<file path="config.mk">
export PLATFORM = sky130hd
export DESIGN_NAME = i2c_bus_assist
export DESIGN_NICKNAME = d
export VERILOG_FILES = /design/src/verilog/i2c_assist_pkg.sv /design/src/verilog/line_sync.sv /design/src/verilog/bus_cond_detect.sv /design/src/verilog/i2c_bus_assist.sv
export SDC_FILE = /design/constraint.sdc
export NUM_CORES = 1
export LEC_CHECK = 0
export ABC_AREA = 1
export BUFFER_PORTS_ARGS = -buffer_cell sky130_fd_sc_hd__buf_2
export CORE_MARGIN = 3
export CORE_UTILIZATION = 51
export CTS_CLUSTER_SIZE = 40
export DETAILED_ROUTE_END_ITERATION = 7
export GPL_ROUTABILITY_DRIVEN = 1
export PLACE_DENSITY_LB_ADDON = 0.2
export SETUP_SLACK_MARGIN = 0.05
export SLEW_MARGIN = 20
export SYNTH_ARGS = -nofsm -noshare
export SYNTH_HDL_FRONTEND = slang
export SYNTH_SLANG_ARGS = --single-unit
</file>
<file path="constraint.sdc">
create_clock -name clk_sys -period 1.45 [get_ports clk_sys]
set_input_delay 0.0725 -clock clk_sys [delete_from_list [all_inputs] [get_ports clk_sys]]
set_output_delay 0.0725 -clock clk_sys [all_outputs]
set_load 0.01 [all_outputs]
</file>
<file path="src/verilog/i2c_assist_pkg.sv">
package i2c_assist_pkg;
    // register indices; the byte address is four times the index
    localparam logic [7:0] IDX_INT_CONTROL = 8'h0B;
    localparam logic [7:0] IDX_IRQ_FLAGS = 8'h0C;
    localparam logic [7:0] IDX_SERIAL_BUFFER = 8'h13;
    localparam logic [7:0] IDX_PORT_CONTROL = 8'h14;
    localparam logic [7:0] IDX_PORT_C_DIR = 8'h87;
    localparam logic [7:0] IDX_IRQ_ENABLES = 8'h8C;
    localparam logic [7:0] IDX_SLAVE_ADDR = 8'h93;
    localparam logic [7:0] IDX_PORT_STATUS = 8'h94;
    // event status (read only), clear (write only) and enable
    localparam logic [7:0] IDX_EVT_STATUS = 8'hA0;
    localparam logic [7:0] IDX_EVT_CLEAR = 8'hA1;
    localparam logic [7:0] IDX_EVT_ENABLE = 8'hA2;
    // reset values
    localparam logic [7:0] RST_ZERO = 8'h00;
    localparam logic [7:0] RST_PORT_C_DIR = 8'hFF;
    // software-writable bits
    localparam logic [7:0] MASK_IRQ_REGS = 8'h4F;
    localparam logic [7:0] MASK_STATUS_WR = 8'hC0;
    // control register fields
    localparam int CTL_OVERFLOW = 6;
    localparam int CTL_ENABLE = 5;
    // status register fields
    localparam int STAT_STOP = 4;
    localparam int STAT_START = 3;
    localparam int STAT_BUF_FULL = 0;
    // flag and enable position of the port interrupt
    localparam int PIR_PORT_IRQ = 3;
    // bus line direction bits
    localparam int DIR_SDA = 4;
    localparam int DIR_SCL = 3;
    // event bits
    localparam int EVT_START = 0;
    localparam int EVT_STOP = 1;
    localparam int EVT_BYTE = 2;
    // port mode field values
    localparam logic [3:0] MODE_SLAVE7 = 4'h6;
    localparam logic [3:0] MODE_SLAVE10 = 4'h7;
    localparam logic [3:0] MODE_FW_MASTER = 4'hB;
    localparam logic [3:0] MODE_SLAVE7_SS = 4'hE;
    localparam logic [3:0] MODE_SLAVE10_SS = 4'hF;
    // bit counts within a byte frame
    localparam logic [3:0] BITS_PER_BYTE = 4'h8;
    localparam logic [3:0] ACK_SLOT = 4'h9;
    // byte frame phase, gray along idle, address, data
    typedef enum logic [1:0] {
        PH_IDLE = 2'h0,
        PH_ADDR = 2'h1,
        PH_DATA = 2'h3,
        PH_SKIP = 2'h2
    } phase_t;
endpackage

</file>
<file path="src/verilog/line_sync.sv">
`timescale 1ns/1ps
// three-stage synchroniser for a bus line with an agreement filter
module line_sync (
    // clock and reset
    input wire logic clk_sys,
    input wire logic arst_n,
    // raw pin and filtered level
    input wire logic pin_i,
    output logic level_o
);
    typedef struct packed {
        logic [2:0] ff; // ff[0] feeds only ff[1]
        logic lvl;      // filtered level
    } sync_t;

    sync_t q;
    sync_t d;

    // shift in the pin; a change counts once stages two and three agree
    always_comb begin
        d = q;
        d.ff = {q.ff[1:0], pin_i};
        if (q.ff[1] == q.ff[2]) begin
            d.lvl = q.ff[2];
        end
    end

    // idle bus lines are high, so reset to high
    always_ff @(posedge clk_sys or negedge arst_n) begin
        if (!arst_n) begin
            q <= '1;
        end else begin
            q <= d;
        end
    end

    assign level_o = q.lvl;
endmodule // line_sync

</file>
<file path="src/verilog/bus_cond_detect.sv">
`timescale 1ns/1ps
// finds start, stop and clock edges on the synchronised bus lines
module bus_cond_detect (
    // clock and reset
    input wire logic clk_sys,
    input wire logic arst_n,
    // synchronised lines
    input wire logic scl_i,
    input wire logic sda_i,
    // one-cycle pulses
    output logic start_o,
    output logic stop_o,
    output logic rise_o,
    output logic fall_o
);
    typedef struct packed {
        logic scl; // line levels one cycle ago
        logic sda;
    } prev_t;

    prev_t q;
    prev_t d;

    // remember the last levels
    always_comb begin
        d = q;
        d.scl = scl_i;
        d.sda = sda_i;
    end

    always_ff @(posedge clk_sys or negedge arst_n) begin
        if (!arst_n) begin
            q <= '1;
        end else begin
            q <= d;
        end
    end

    // data falling or rising while the clock stays high
    assign start_o = q.scl && scl_i && q.sda && !sda_i;
    assign stop_o = q.scl && scl_i && !q.sda && sda_i;
    // clock edges frame the data bits
    assign rise_o = !q.scl && scl_i;
    assign fall_o = q.scl && !scl_i;
endmodule // bus_cond_detect

</file>
<file path="src/verilog/i2c_bus_assist.sv">
`timescale 1ns/1ps
// Notes on behaviour
// - reset or port disable clears start/stop bits
// - start/stop bits follow the latest bus condition
// - output-direction bus line is driven low
// - flag set on matched byte done, and on start, stop in ss_irq modes only
// - interrupt enabled while busy fires on stop in ss_irq modes
// - slave keeps receiving, acks its own address
// - bus tracking needs the port enable bit; line direction drive does not
module i2c_bus_assist (
    // clock and reset
    input wire logic clk_sys,
    input wire logic arst_n,
    // register bus
    input wire logic [9:0] address,
    input wire logic read,
    input wire logic write,
    input wire logic [31:0] writedata,
    input wire logic [3:0] byteenable,
    output logic [31:0] readdata,
    output logic waitrequest,
    // bus clock line, open drain
    input wire logic scl_i,
    output logic scl_o,
    output logic scl_oe,
    // bus data line, open drain
    input wire logic sda_i,
    output logic sda_o,
    output logic sda_oe,
    // interrupt
    output logic irq
);
    typedef struct packed {
        logic waitreq;                // bus answer pending
        logic [31:0] rdata;           // read data
        logic [7:0] int_control;      // global enables, plain storage
        logic [7:0] irq_flags;        // peripheral flags
        logic [7:0] irq_enables;      // peripheral enables
        logic [7:0] serial_buffer;    // last received byte
        logic [7:0] port_control;     // enable, overflow, mode
        logic [7:0] port_c_direction; // line directions
        logic [7:0] bus_slave_address;
        logic [7:0] port_status;      // stop, start, buffer full
        logic [2:0] evt_status;       // sticky events
        logic [2:0] evt_enable;       // event mask
        logic irq;
        logic scl_oe;
        logic sda_oe;
        i2c_assist_pkg::phase_t phase;
        logic [3:0] bit_cnt;          // clock rises in this byte
        logic [7:0] shift;            // incoming bits
        logic ack_drive;              // pulling data low for ack
        logic byte_pend;              // byte matched, flag at ack end
    } state_t;

    state_t q;
    state_t d;

    // synchronised lines and their conditions
    logic scl_s;
    logic sda_s;
    logic start_p;
    logic stop_p;
    logic rise_p;
    logic fall_p;
    // decoded control
    logic en;
    logic slave_on;
    logic ss_irq;
    logic [3:0] mode;

    line_sync u_scl_sync (
        .clk_sys(clk_sys),
        .arst_n(arst_n),
        .pin_i(scl_i),
        .level_o(scl_s)
    );

    line_sync u_sda_sync (
        .clk_sys(clk_sys),
        .arst_n(arst_n),
        .pin_i(sda_i),
        .level_o(sda_s)
    );

    bus_cond_detect u_detect (
        .clk_sys(clk_sys),
        .arst_n(arst_n),
        .scl_i(scl_s),
        .sda_i(sda_s),
        .start_o(start_p),
        .stop_o(stop_p),
        .rise_o(rise_p),
        .fall_o(fall_p)
    );

    // mode decode; master mode leaves the slave logic idle
    assign en = q.port_control[i2c_assist_pkg::CTL_ENABLE];
    assign mode = q.port_control[3:0];
    assign slave_on = en && (mode == i2c_assist_pkg::MODE_SLAVE7
        || mode == i2c_assist_pkg::MODE_SLAVE10
        || mode == i2c_assist_pkg::MODE_SLAVE7_SS
        || mode == i2c_assist_pkg::MODE_SLAVE10_SS);
    // modes that interrupt on start and stop
    assign ss_irq = mode == i2c_assist_pkg::MODE_FW_MASTER
        || mode == i2c_assist_pkg::MODE_SLAVE7_SS
        || mode == i2c_assist_pkg::MODE_SLAVE10_SS;

    // next state: bus access first, hardware events after so they win
    always_comb begin
        logic [7:0] rd;
        logic [7:0] wd;
        logic [2:0] ev;
        logic [2:0] clr;
        logic match;
        rd = 8'h00;
        wd = writedata[7:0];
        ev = 3'h0;
        clr = 3'h0;
        match = 1'b0;
        d = q;
        // read mux; write-only and unmapped words read zero
        case (address[9:2])
            i2c_assist_pkg::IDX_INT_CONTROL: rd = q.int_control;
            i2c_assist_pkg::IDX_IRQ_FLAGS: rd = q.irq_flags;
            i2c_assist_pkg::IDX_SERIAL_BUFFER: rd = q.serial_buffer;
            i2c_assist_pkg::IDX_PORT_CONTROL: rd = q.port_control;
            i2c_assist_pkg::IDX_PORT_C_DIR: rd = q.port_c_direction;
            i2c_assist_pkg::IDX_IRQ_ENABLES: rd = q.irq_enables;
            i2c_assist_pkg::IDX_SLAVE_ADDR: rd = q.bus_slave_address;
            i2c_assist_pkg::IDX_PORT_STATUS: rd = q.port_status;
            i2c_assist_pkg::IDX_EVT_STATUS: rd = {5'h00, q.evt_status};
            i2c_assist_pkg::IDX_EVT_ENABLE: rd = {5'h00, q.evt_enable};
            default: rd = 8'h00;
        endcase
        if ((read || write) && q.waitreq) begin
            // first cycle of a request: answer next cycle
            d.waitreq = 1'b0;
            d.rdata = {24'h000000, rd};
        end else if (read || write) begin
            // completing edge: the write lands here
            d.waitreq = 1'b1;
            if (write && byteenable[0]) begin
                case (address[9:2])
                    i2c_assist_pkg::IDX_INT_CONTROL: d.int_control = wd;
                    i2c_assist_pkg::IDX_IRQ_FLAGS: begin
                        d.irq_flags = wd & i2c_assist_pkg::MASK_IRQ_REGS;
                    end
                    i2c_assist_pkg::IDX_SERIAL_BUFFER: d.serial_buffer = wd;
                    i2c_assist_pkg::IDX_PORT_CONTROL: d.port_control = wd;
                    i2c_assist_pkg::IDX_PORT_C_DIR: d.port_c_direction = wd;
                    i2c_assist_pkg::IDX_IRQ_ENABLES: begin
                        d.irq_enables = wd & i2c_assist_pkg::MASK_IRQ_REGS;
                    end
                    i2c_assist_pkg::IDX_SLAVE_ADDR: d.bus_slave_address = wd;
                    i2c_assist_pkg::IDX_PORT_STATUS: begin
                        // only sample and edge bits are writable
                        d.port_status = (q.port_status & ~i2c_assist_pkg::MASK_STATUS_WR)
                            | (wd & i2c_assist_pkg::MASK_STATUS_WR);
                    end
                    i2c_assist_pkg::IDX_EVT_CLEAR: clr = wd[2:0];
                    i2c_assist_pkg::IDX_EVT_ENABLE: d.evt_enable = wd[2:0];
                    default: begin
                    end
                endcase
            end
            // reading the buffer frees it
            if (read && address[9:2] == i2c_assist_pkg::IDX_SERIAL_BUFFER) begin
                d.port_status[i2c_assist_pkg::STAT_BUF_FULL] = 1'b0;
            end
        end
        // bus tracking
        if (!en) begin
            // disabled port forgets the bus and clears both bits
            d.port_status[i2c_assist_pkg::STAT_START] = 1'b0;
            d.port_status[i2c_assist_pkg::STAT_STOP] = 1'b0;
            d.phase = i2c_assist_pkg::PH_IDLE;
            d.bit_cnt = 4'h0;
            d.ack_drive = 1'b0;
            d.byte_pend = 1'b0;
        end else if (start_p) begin
            // start, also repeated start: latest condition wins
            d.port_status[i2c_assist_pkg::STAT_START] = 1'b1;
            d.port_status[i2c_assist_pkg::STAT_STOP] = 1'b0;
            d.phase = i2c_assist_pkg::PH_ADDR;
            d.bit_cnt = 4'h0;
            d.ack_drive = 1'b0;
            d.byte_pend = 1'b0;
            ev[i2c_assist_pkg::EVT_START] = ss_irq;
        end else if (stop_p) begin
            // stop: bus is free again
            d.port_status[i2c_assist_pkg::STAT_STOP] = 1'b1;
            d.port_status[i2c_assist_pkg::STAT_START] = 1'b0;
            d.phase = i2c_assist_pkg::PH_IDLE;
            d.bit_cnt = 4'h0;
            d.ack_drive = 1'b0;
            d.byte_pend = 1'b0;
            ev[i2c_assist_pkg::EVT_STOP] = ss_irq;
        end else if (q.phase != i2c_assist_pkg::PH_IDLE) begin
            if (rise_p && q.bit_cnt < i2c_assist_pkg::BITS_PER_BYTE) begin
                // data is sampled on the clock rise, msb first
                d.shift = {q.shift[6:0], sda_s};
                d.bit_cnt = q.bit_cnt + 4'h1;
            end else if (fall_p && q.bit_cnt == i2c_assist_pkg::BITS_PER_BYTE) begin
                // eighth fall: decide whether to acknowledge
                d.bit_cnt = i2c_assist_pkg::ACK_SLOT;
                // receiving goes on even when our own master lost
                match = slave_on && (q.phase == i2c_assist_pkg::PH_DATA
                    || (q.phase == i2c_assist_pkg::PH_ADDR
                    && q.shift[7:1] == q.bus_slave_address[7:1]));
                if (q.phase == i2c_assist_pkg::PH_ADDR) begin
                    d.phase = match ? i2c_assist_pkg::PH_DATA : i2c_assist_pkg::PH_SKIP;
                end
                if (match) begin
                    d.byte_pend = 1'b1;
                    if (!q.port_status[i2c_assist_pkg::STAT_BUF_FULL]
                        && !q.port_control[i2c_assist_pkg::CTL_OVERFLOW]) begin
                        d.serial_buffer = q.shift;
                        d.port_status[i2c_assist_pkg::STAT_BUF_FULL] = 1'b1;
                        d.ack_drive = 1'b1;
                    end else if (q.port_status[i2c_assist_pkg::STAT_BUF_FULL]) begin
                        // full buffer: no ack, byte lost
                        d.port_control[i2c_assist_pkg::CTL_OVERFLOW] = 1'b1;
                    end
                end
            end else if (fall_p && q.bit_cnt == i2c_assist_pkg::ACK_SLOT) begin
                // ninth fall ends the byte and raises its flag if the byte matched
                d.bit_cnt = 4'h0;
                d.ack_drive = 1'b0;
                d.byte_pend = 1'b0;
                ev[i2c_assist_pkg::EVT_BYTE] = q.byte_pend;
            end
        end
        // sticky events: a set in the clearing cycle survives
        d.evt_status = (q.evt_status & ~clr) | ev;
        if (|ev) begin
            d.irq_flags[i2c_assist_pkg::PIR_PORT_IRQ] = 1'b1;
        end
        d.irq = |(d.evt_status & d.evt_enable);
        // direction bit low pulls the line low, latch value ignored
        d.scl_oe = !q.port_c_direction[i2c_assist_pkg::DIR_SCL];
        d.sda_oe = !q.port_c_direction[i2c_assist_pkg::DIR_SDA] || q.ack_drive;
    end

    // state register
    always_ff @(posedge clk_sys or negedge arst_n) begin
        if (!arst_n) begin
            q <= '0;
            q.waitreq <= 1'b1;
            q.int_control <= i2c_assist_pkg::RST_ZERO;
            q.port_c_direction <= i2c_assist_pkg::RST_PORT_C_DIR;
        end else begin
            q <= d;
        end
    end

    // outputs; open-drain lines only ever pull low
    assign readdata = q.rdata;
    assign waitrequest = q.waitreq;
    assign scl_o = 1'b0;
    assign sda_o = 1'b0;
    assign scl_oe = q.scl_oe;
    assign sda_oe = q.sda_oe;
    assign irq = q.irq;
endmodule // i2c_bus_assist

</file>
==> reports/results.md <==
| Step | Quantity | Reported |
|:---|:---|:---|
| detailed routing | Number of design-rule violations left by the first detailed-router iteration | 242 |
| global route | Via count of the first global-routing pass | 4377 |
| floorplanning | DIE WIDTH | 106 µm |
| synth | Post-synthesis compound-gate area fraction | 11.0% |
| synth | Area share of the largest cell type after synthesis | 39.1% |
| detailed routing | Remaining antenna violation count | 0 |
| timing | Setup violators final | 28 |
| timing | Min Clock Period, post-route | 1.63 ns |
| clocking | Skew-Pair Late Insertion Delay | 0.38 ns |
| global route | Largest net degree at the start of global routing | 43 |
| pwr | Largest voltage drop on the vdd net | 0.000557 V |
| synth | Cell type with the highest aggregate area in the netlist | sky130_fd_sc_hd__dfrtp_1 |
| clocking | Bufs on Longest Clock Path | 2 |
| critical path | Buffers and inverters on the worst path | 2 |
| layout | Area of all placed cells without fillers | 0.00655 mm² |
| synth | Main combinational cell family by area after synthesis | simple AND/OR/NAND/NOR gates |
| detailed routing | Routed via count divided by cell count | 5.09 |
| placement | Count of placed standard cells including taps | 824 |
| critical path | Most repeated library cell on the critical path | sky130_fd_sc_hd__nand2_2 |
| synth | Fraction of the mapped netlist area in simple logic gates | 27.4% |
| floorplanning | Total Die Area | 0.0113 mm² |
| pwr | Areal power density over the cells | 793 mW/mm² |
| critical path | Highest cell delay on the worst timing path | 0.43 ns |
| synth | Post-synthesis mux area share | 0% |
| placement | Placement Cell Area | 0.00572 mm² |
| detailed routing | Routed WL per cell | 14.8 µm |
| placement | Post-DP HPWL | 8860 µm |
| synth | Flip-flop and latch count after synthesis | 99 |
| detailed routing | Post-detailed-route DRC marker count | 0 |
| floorplanning | Number of standard-cell rows in the floorplan | 35 |
| critical path | Kind of cell with the highest combined delay on the critical path | simple AND/OR/NAND/NOR gates |
| global route | Total routing resource utilization after global routing | 23.4% |
| clocking | Clock-pin slew on the worst setup and hold paths | 0.10 ns |
| timing | Hold Vio Cnt, Final | 0 |
| layout | Combined area of the multi-input logic cells | 0.00247 mm² |
| timing | Hold Worst Slack | 0.0374 ns |
| synth | Post-synthesis cell area | 0.00512 mm² |
| detailed routing | Number of detailed-route iterations in the first pass | 4 |
| critical path | Maximum fanout along the worst path | 8 |
| timing | Final worst setup slack | -0.182 ns |
| clocking | Clock sink count | 99 |
| synth | Sequential share of the synthesized area | 48.8% |
| critical path | Crit Path Class | flip-flop to flip-flop |
| global route | Antenna violations before repair | 0 |
| floorplanning | Y dimension of the die | 106 µm |
| clocking | CTS tree | built |
| layout | Fillers | 728 |
| detailed routing | Number of vias after detailed routing | 4465 |
| timing | Unrepaired setup endpoints after global routing | yes |
| timing | Final max-slew violation count | 0 |
| placement | Post-Place Worst Slack | -0.107 ns |
| layout | Fraction of final layout cells with drive strength greater than 1 | 35.3% |
| critical path | CP required | 1.76 ns |
| synth | Fraction of the mapped netlist area in adder cells | 1.12% |
| timing | Tcrit/Tclk final | 113% |
| clocking | Cell at the root of the clock tree | sky130_fd_sc_hd__clkbuf_8 |
| synth | Count of synthesis-stage warnings from yosys | 0 |
| synth | Average footprint of a synthesized cell | 8.20 µm² |
| synth | Synth cell count leaders | sky130_fd_sc_hd__nand2_1 (222), sky130_fd_sc_hd__dfrtp_1 (80), sky130_fd_sc_hd__o21ai_0 (62) |
| critical path | Startpoint type of the worst setup path | flip-flop |
| synth | EDFF count, synth | 0 |
| global route | Remaining global-route overflow | 0 |
| timing | Setup clock skew after layout | 0.0141 ns |
| synth | Cell count after synthesis | 625 |
| critical path | Data arrival time of the worst path | 1.94 ns |
| synth | Ys async rst share | 100% |
| synth | Parity-gate share of the synthesized area counting xor and xnor cells | 0.342% |
| outcome | Outcome | finished with violations |
| clocking | Number of clock buffers inserted by TritonCTS | 9 |
| layout | Final non-filler cell total | 877 |
| floorplanning | Placeable core region | 0.00950 mm² |
| layout | Final Util | 68.9% |
| floorplanning | IO Count | 90 |
| placement | Final weighted congestion in routability-driven placement | 0.880 |
| layout | Area of all sequential standard cells | 0.00250 mm² |
| detailed routing | Final wirelength | 13000 µm |
| synth | Ranking of synthesized cells by area | sky130_fd_sc_hd__dfrtp_1 (39%), sky130_fd_sc_hd__nand2_1 (16%), sky130_fd_sc_hd__dfstp_2 (9.7%) |
| critical path | Cell with the biggest individual delay on the critical path | sky130_fd_sc_hd__dfrtp_1 |
| layout | Diodes inserted | 0 |
| clocking | Count of H-tree levels built during CTS | 3 |
| synth | Main synth FF type | sky130_fd_sc_hd__dfrtp_1 |
| outcome | Violations in the final reports | setup timing |
| floorplanning | Starting density of the core | 53.9% |
| synth | Distinct cell type count after synthesis | 45 |
| layout | Final net count | 798 |
| synth | Cell with the most instances after synthesis | sky130_fd_sc_hd__nand2_1 |
| critical path | Chain of cells forming the critical path | inv_2, nand2_2, nand2_2, nor2_4, nand2_2, o21bai_4, nand2_4, nor3_4, buf_12, nand2_1, nand2_1 |
| hold path | Hold/Removal Path Class | input pin to flip-flop |
| global route | Wire length of the first global-routing pass | 21000 µm |
| run | Max cap viols | 0 |
| timing | Max Fclk | 0.613 GHz |
| pwr | Cell leakage power | 0.00321 µW |
| critical path | Category of the worst setup path capture point | flip-flop |
| placement | Number of port buffers | 34 |
| layout | P&R area growth vs syn | 27.8% |
| critical path | Reg2Reg Setup Slack | -0.18 ns |
-- layout make-up --
| class | instances | share of cell area (%) |
|---|---|---|
| Multi-Input combinational cell | 446 | 37.7 |
| Timing Repair Buffer | 123 | 14.9 |
| Clock inverter | 7 | 0.860 |
| Sequential cell | 99 | 38.2 |
| Clock buffer | 9 | 1.89 |
| Inverter | 64 | 3.99 |
| Tap cell | 129 | 2.46 |
-- kinds of logic (layout without fill, tap and decap cells) --
group	count (synthesis)	after routing
XOR/XNOR	2	2
other	1	26
buffers and inverters	107	203
AO/OA/AOI/OAI	102	102
flip-flops	99	99
AND/OR/NAND/NOR	309	311
adder cells (fa/ha/maj)	5	5
-- metrics by stage --
stage / TNS, ns / power (µW)
after floorplan: -0.0400 / 3260
after global placement: -0.833 / 3430
after detailed placement: -1.58 / 3450
after CTS: -2.07 / 5180
after global routing: -5.41 / 5410
final: -3.28 / 5200
-- final timing paths --
path | start | to | cells past startpoint
max reg2reg | q[6]$_DFFE_PN0P_ | q[62]$_DFF_PN0_ | 11
max | q[6]$_DFFE_PN0P_ | q[62]$_DFF_PN0_ | 11
min reg2reg | u_sda_sync.d[2]$_DFF_PN1_ | u_sda_sync.d[3]$_DFF_PN1_ | 0
max in group asynchronous | arst_n | u_sda_sync.q[3]$_DFF_PN1_ | 3
min in group asynchronous | arst_n | scl_oe$_DFF_PN0_ | 2
min | writedata[4] | q[53]$_DFFE_PN0P_ | 3
-- per-layer routing --
metal / share of wire, % / GRT usage, % / vias up / routed length, µm
li1: - / - / 2158 / -
met1: 43 / 30.7 / 2130 / 5520
met2: 49 / 39.5 / 146 / 6430
met3: 5.5 / 4.19 / 31 / 718
met4: 2.4 / 7.40 / 0 / 318
met5: 0 / 0 / - / 0
-- placed cells by master (no fill, tap or decap), types with 5 or more instances in the layout --
cell type	n
sky130_fd_sc_hd__nand3_1	10
sky130_fd_sc_hd__buf_12	6
sky130_fd_sc_hd__clkbuf_8	9
sky130_fd_sc_hd__buf_2	33
sky130_fd_sc_hd__conb_1	26
sky130_fd_sc_hd__inv_1	40
sky130_fd_sc_hd__inv_6	6
sky130_fd_sc_hd__nand3_2	6
sky130_fd_sc_hd__o21ai_2	7
sky130_fd_sc_hd__nor2_2	7
sky130_fd_sc_hd__nand2_4	13
sky130_fd_sc_hd__nand4_1	5
sky130_fd_sc_hd__buf_4	65
sky130_fd_sc_hd__nand2_2	26
sky130_fd_sc_hd__dlygate4sd3_1	8
sky130_fd_sc_hd__dfrtp_1	80
sky130_fd_sc_hd__nor2_1	19
sky130_fd_sc_hd__dfstp_2	19
sky130_fd_sc_hd__inv_2	17
sky130_fd_sc_hd__o21ai_0	53
sky130_fd_sc_hd__o21ai_1	22
sky130_fd_sc_hd__nor2_4	9
sky130_fd_sc_hd__a21oi_1	5
sky130_fd_sc_hd__nand2_1	196
sky130_fd_sc_hd__buf_6	11
-- worst reg2reg max path, stage by stage (launching register included) --
cell	delay, ns
sky130_fd_sc_hd__dfrtp_1	0.43
sky130_fd_sc_hd__inv_2	0.08
sky130_fd_sc_hd__nand2_2	0.07
sky130_fd_sc_hd__nand2_2	0.07
sky130_fd_sc_hd__nor2_4	0.10
sky130_fd_sc_hd__nand2_2	0.09
sky130_fd_sc_hd__o21bai_4	0.18
sky130_fd_sc_hd__nand2_4	0.11
sky130_fd_sc_hd__nor3_4	0.20
sky130_fd_sc_hd__buf_12	0.16
sky130_fd_sc_hd__nand2_1	0.05
sky130_fd_sc_hd__nand2_1	0.05
-- where the power goes --
group | total, µW | internal, µW | switching [µW]
combinational | 574 | 207 | 367
sequential | 2910 | 2850 | 60.4
clock | 1710 | 656 | 1060
total | 5200 | 3710 | 1480
-- timing repair --
item                                   in CTS  in global routing
pin swaps                                  10                 21
endpoints found under the hold margin      79                  1
setup endpoints to repair                  29                 42
gates cloned                                1                  1
resized for setup                          40                 64
setup buffers                              10                 17
hold buffers                                7                  1
-- flip-flops by register name (all words and copies together) (netlist names) --
register,cells
u_scl_sync.d,2
u_sda_sync.q,1
u_scl_sync.level_o,1
u_scl_sync.q,1
mode,4
u_sda_sync.d,2
scl_oe,1
q,72
en,1
sda_oe,1
readdata,8
u_detect.q,2
waitrequest,1
u_sda_sync.level_o,1
irq,1
Note: power is estimated with default switching activity, not from simulation.
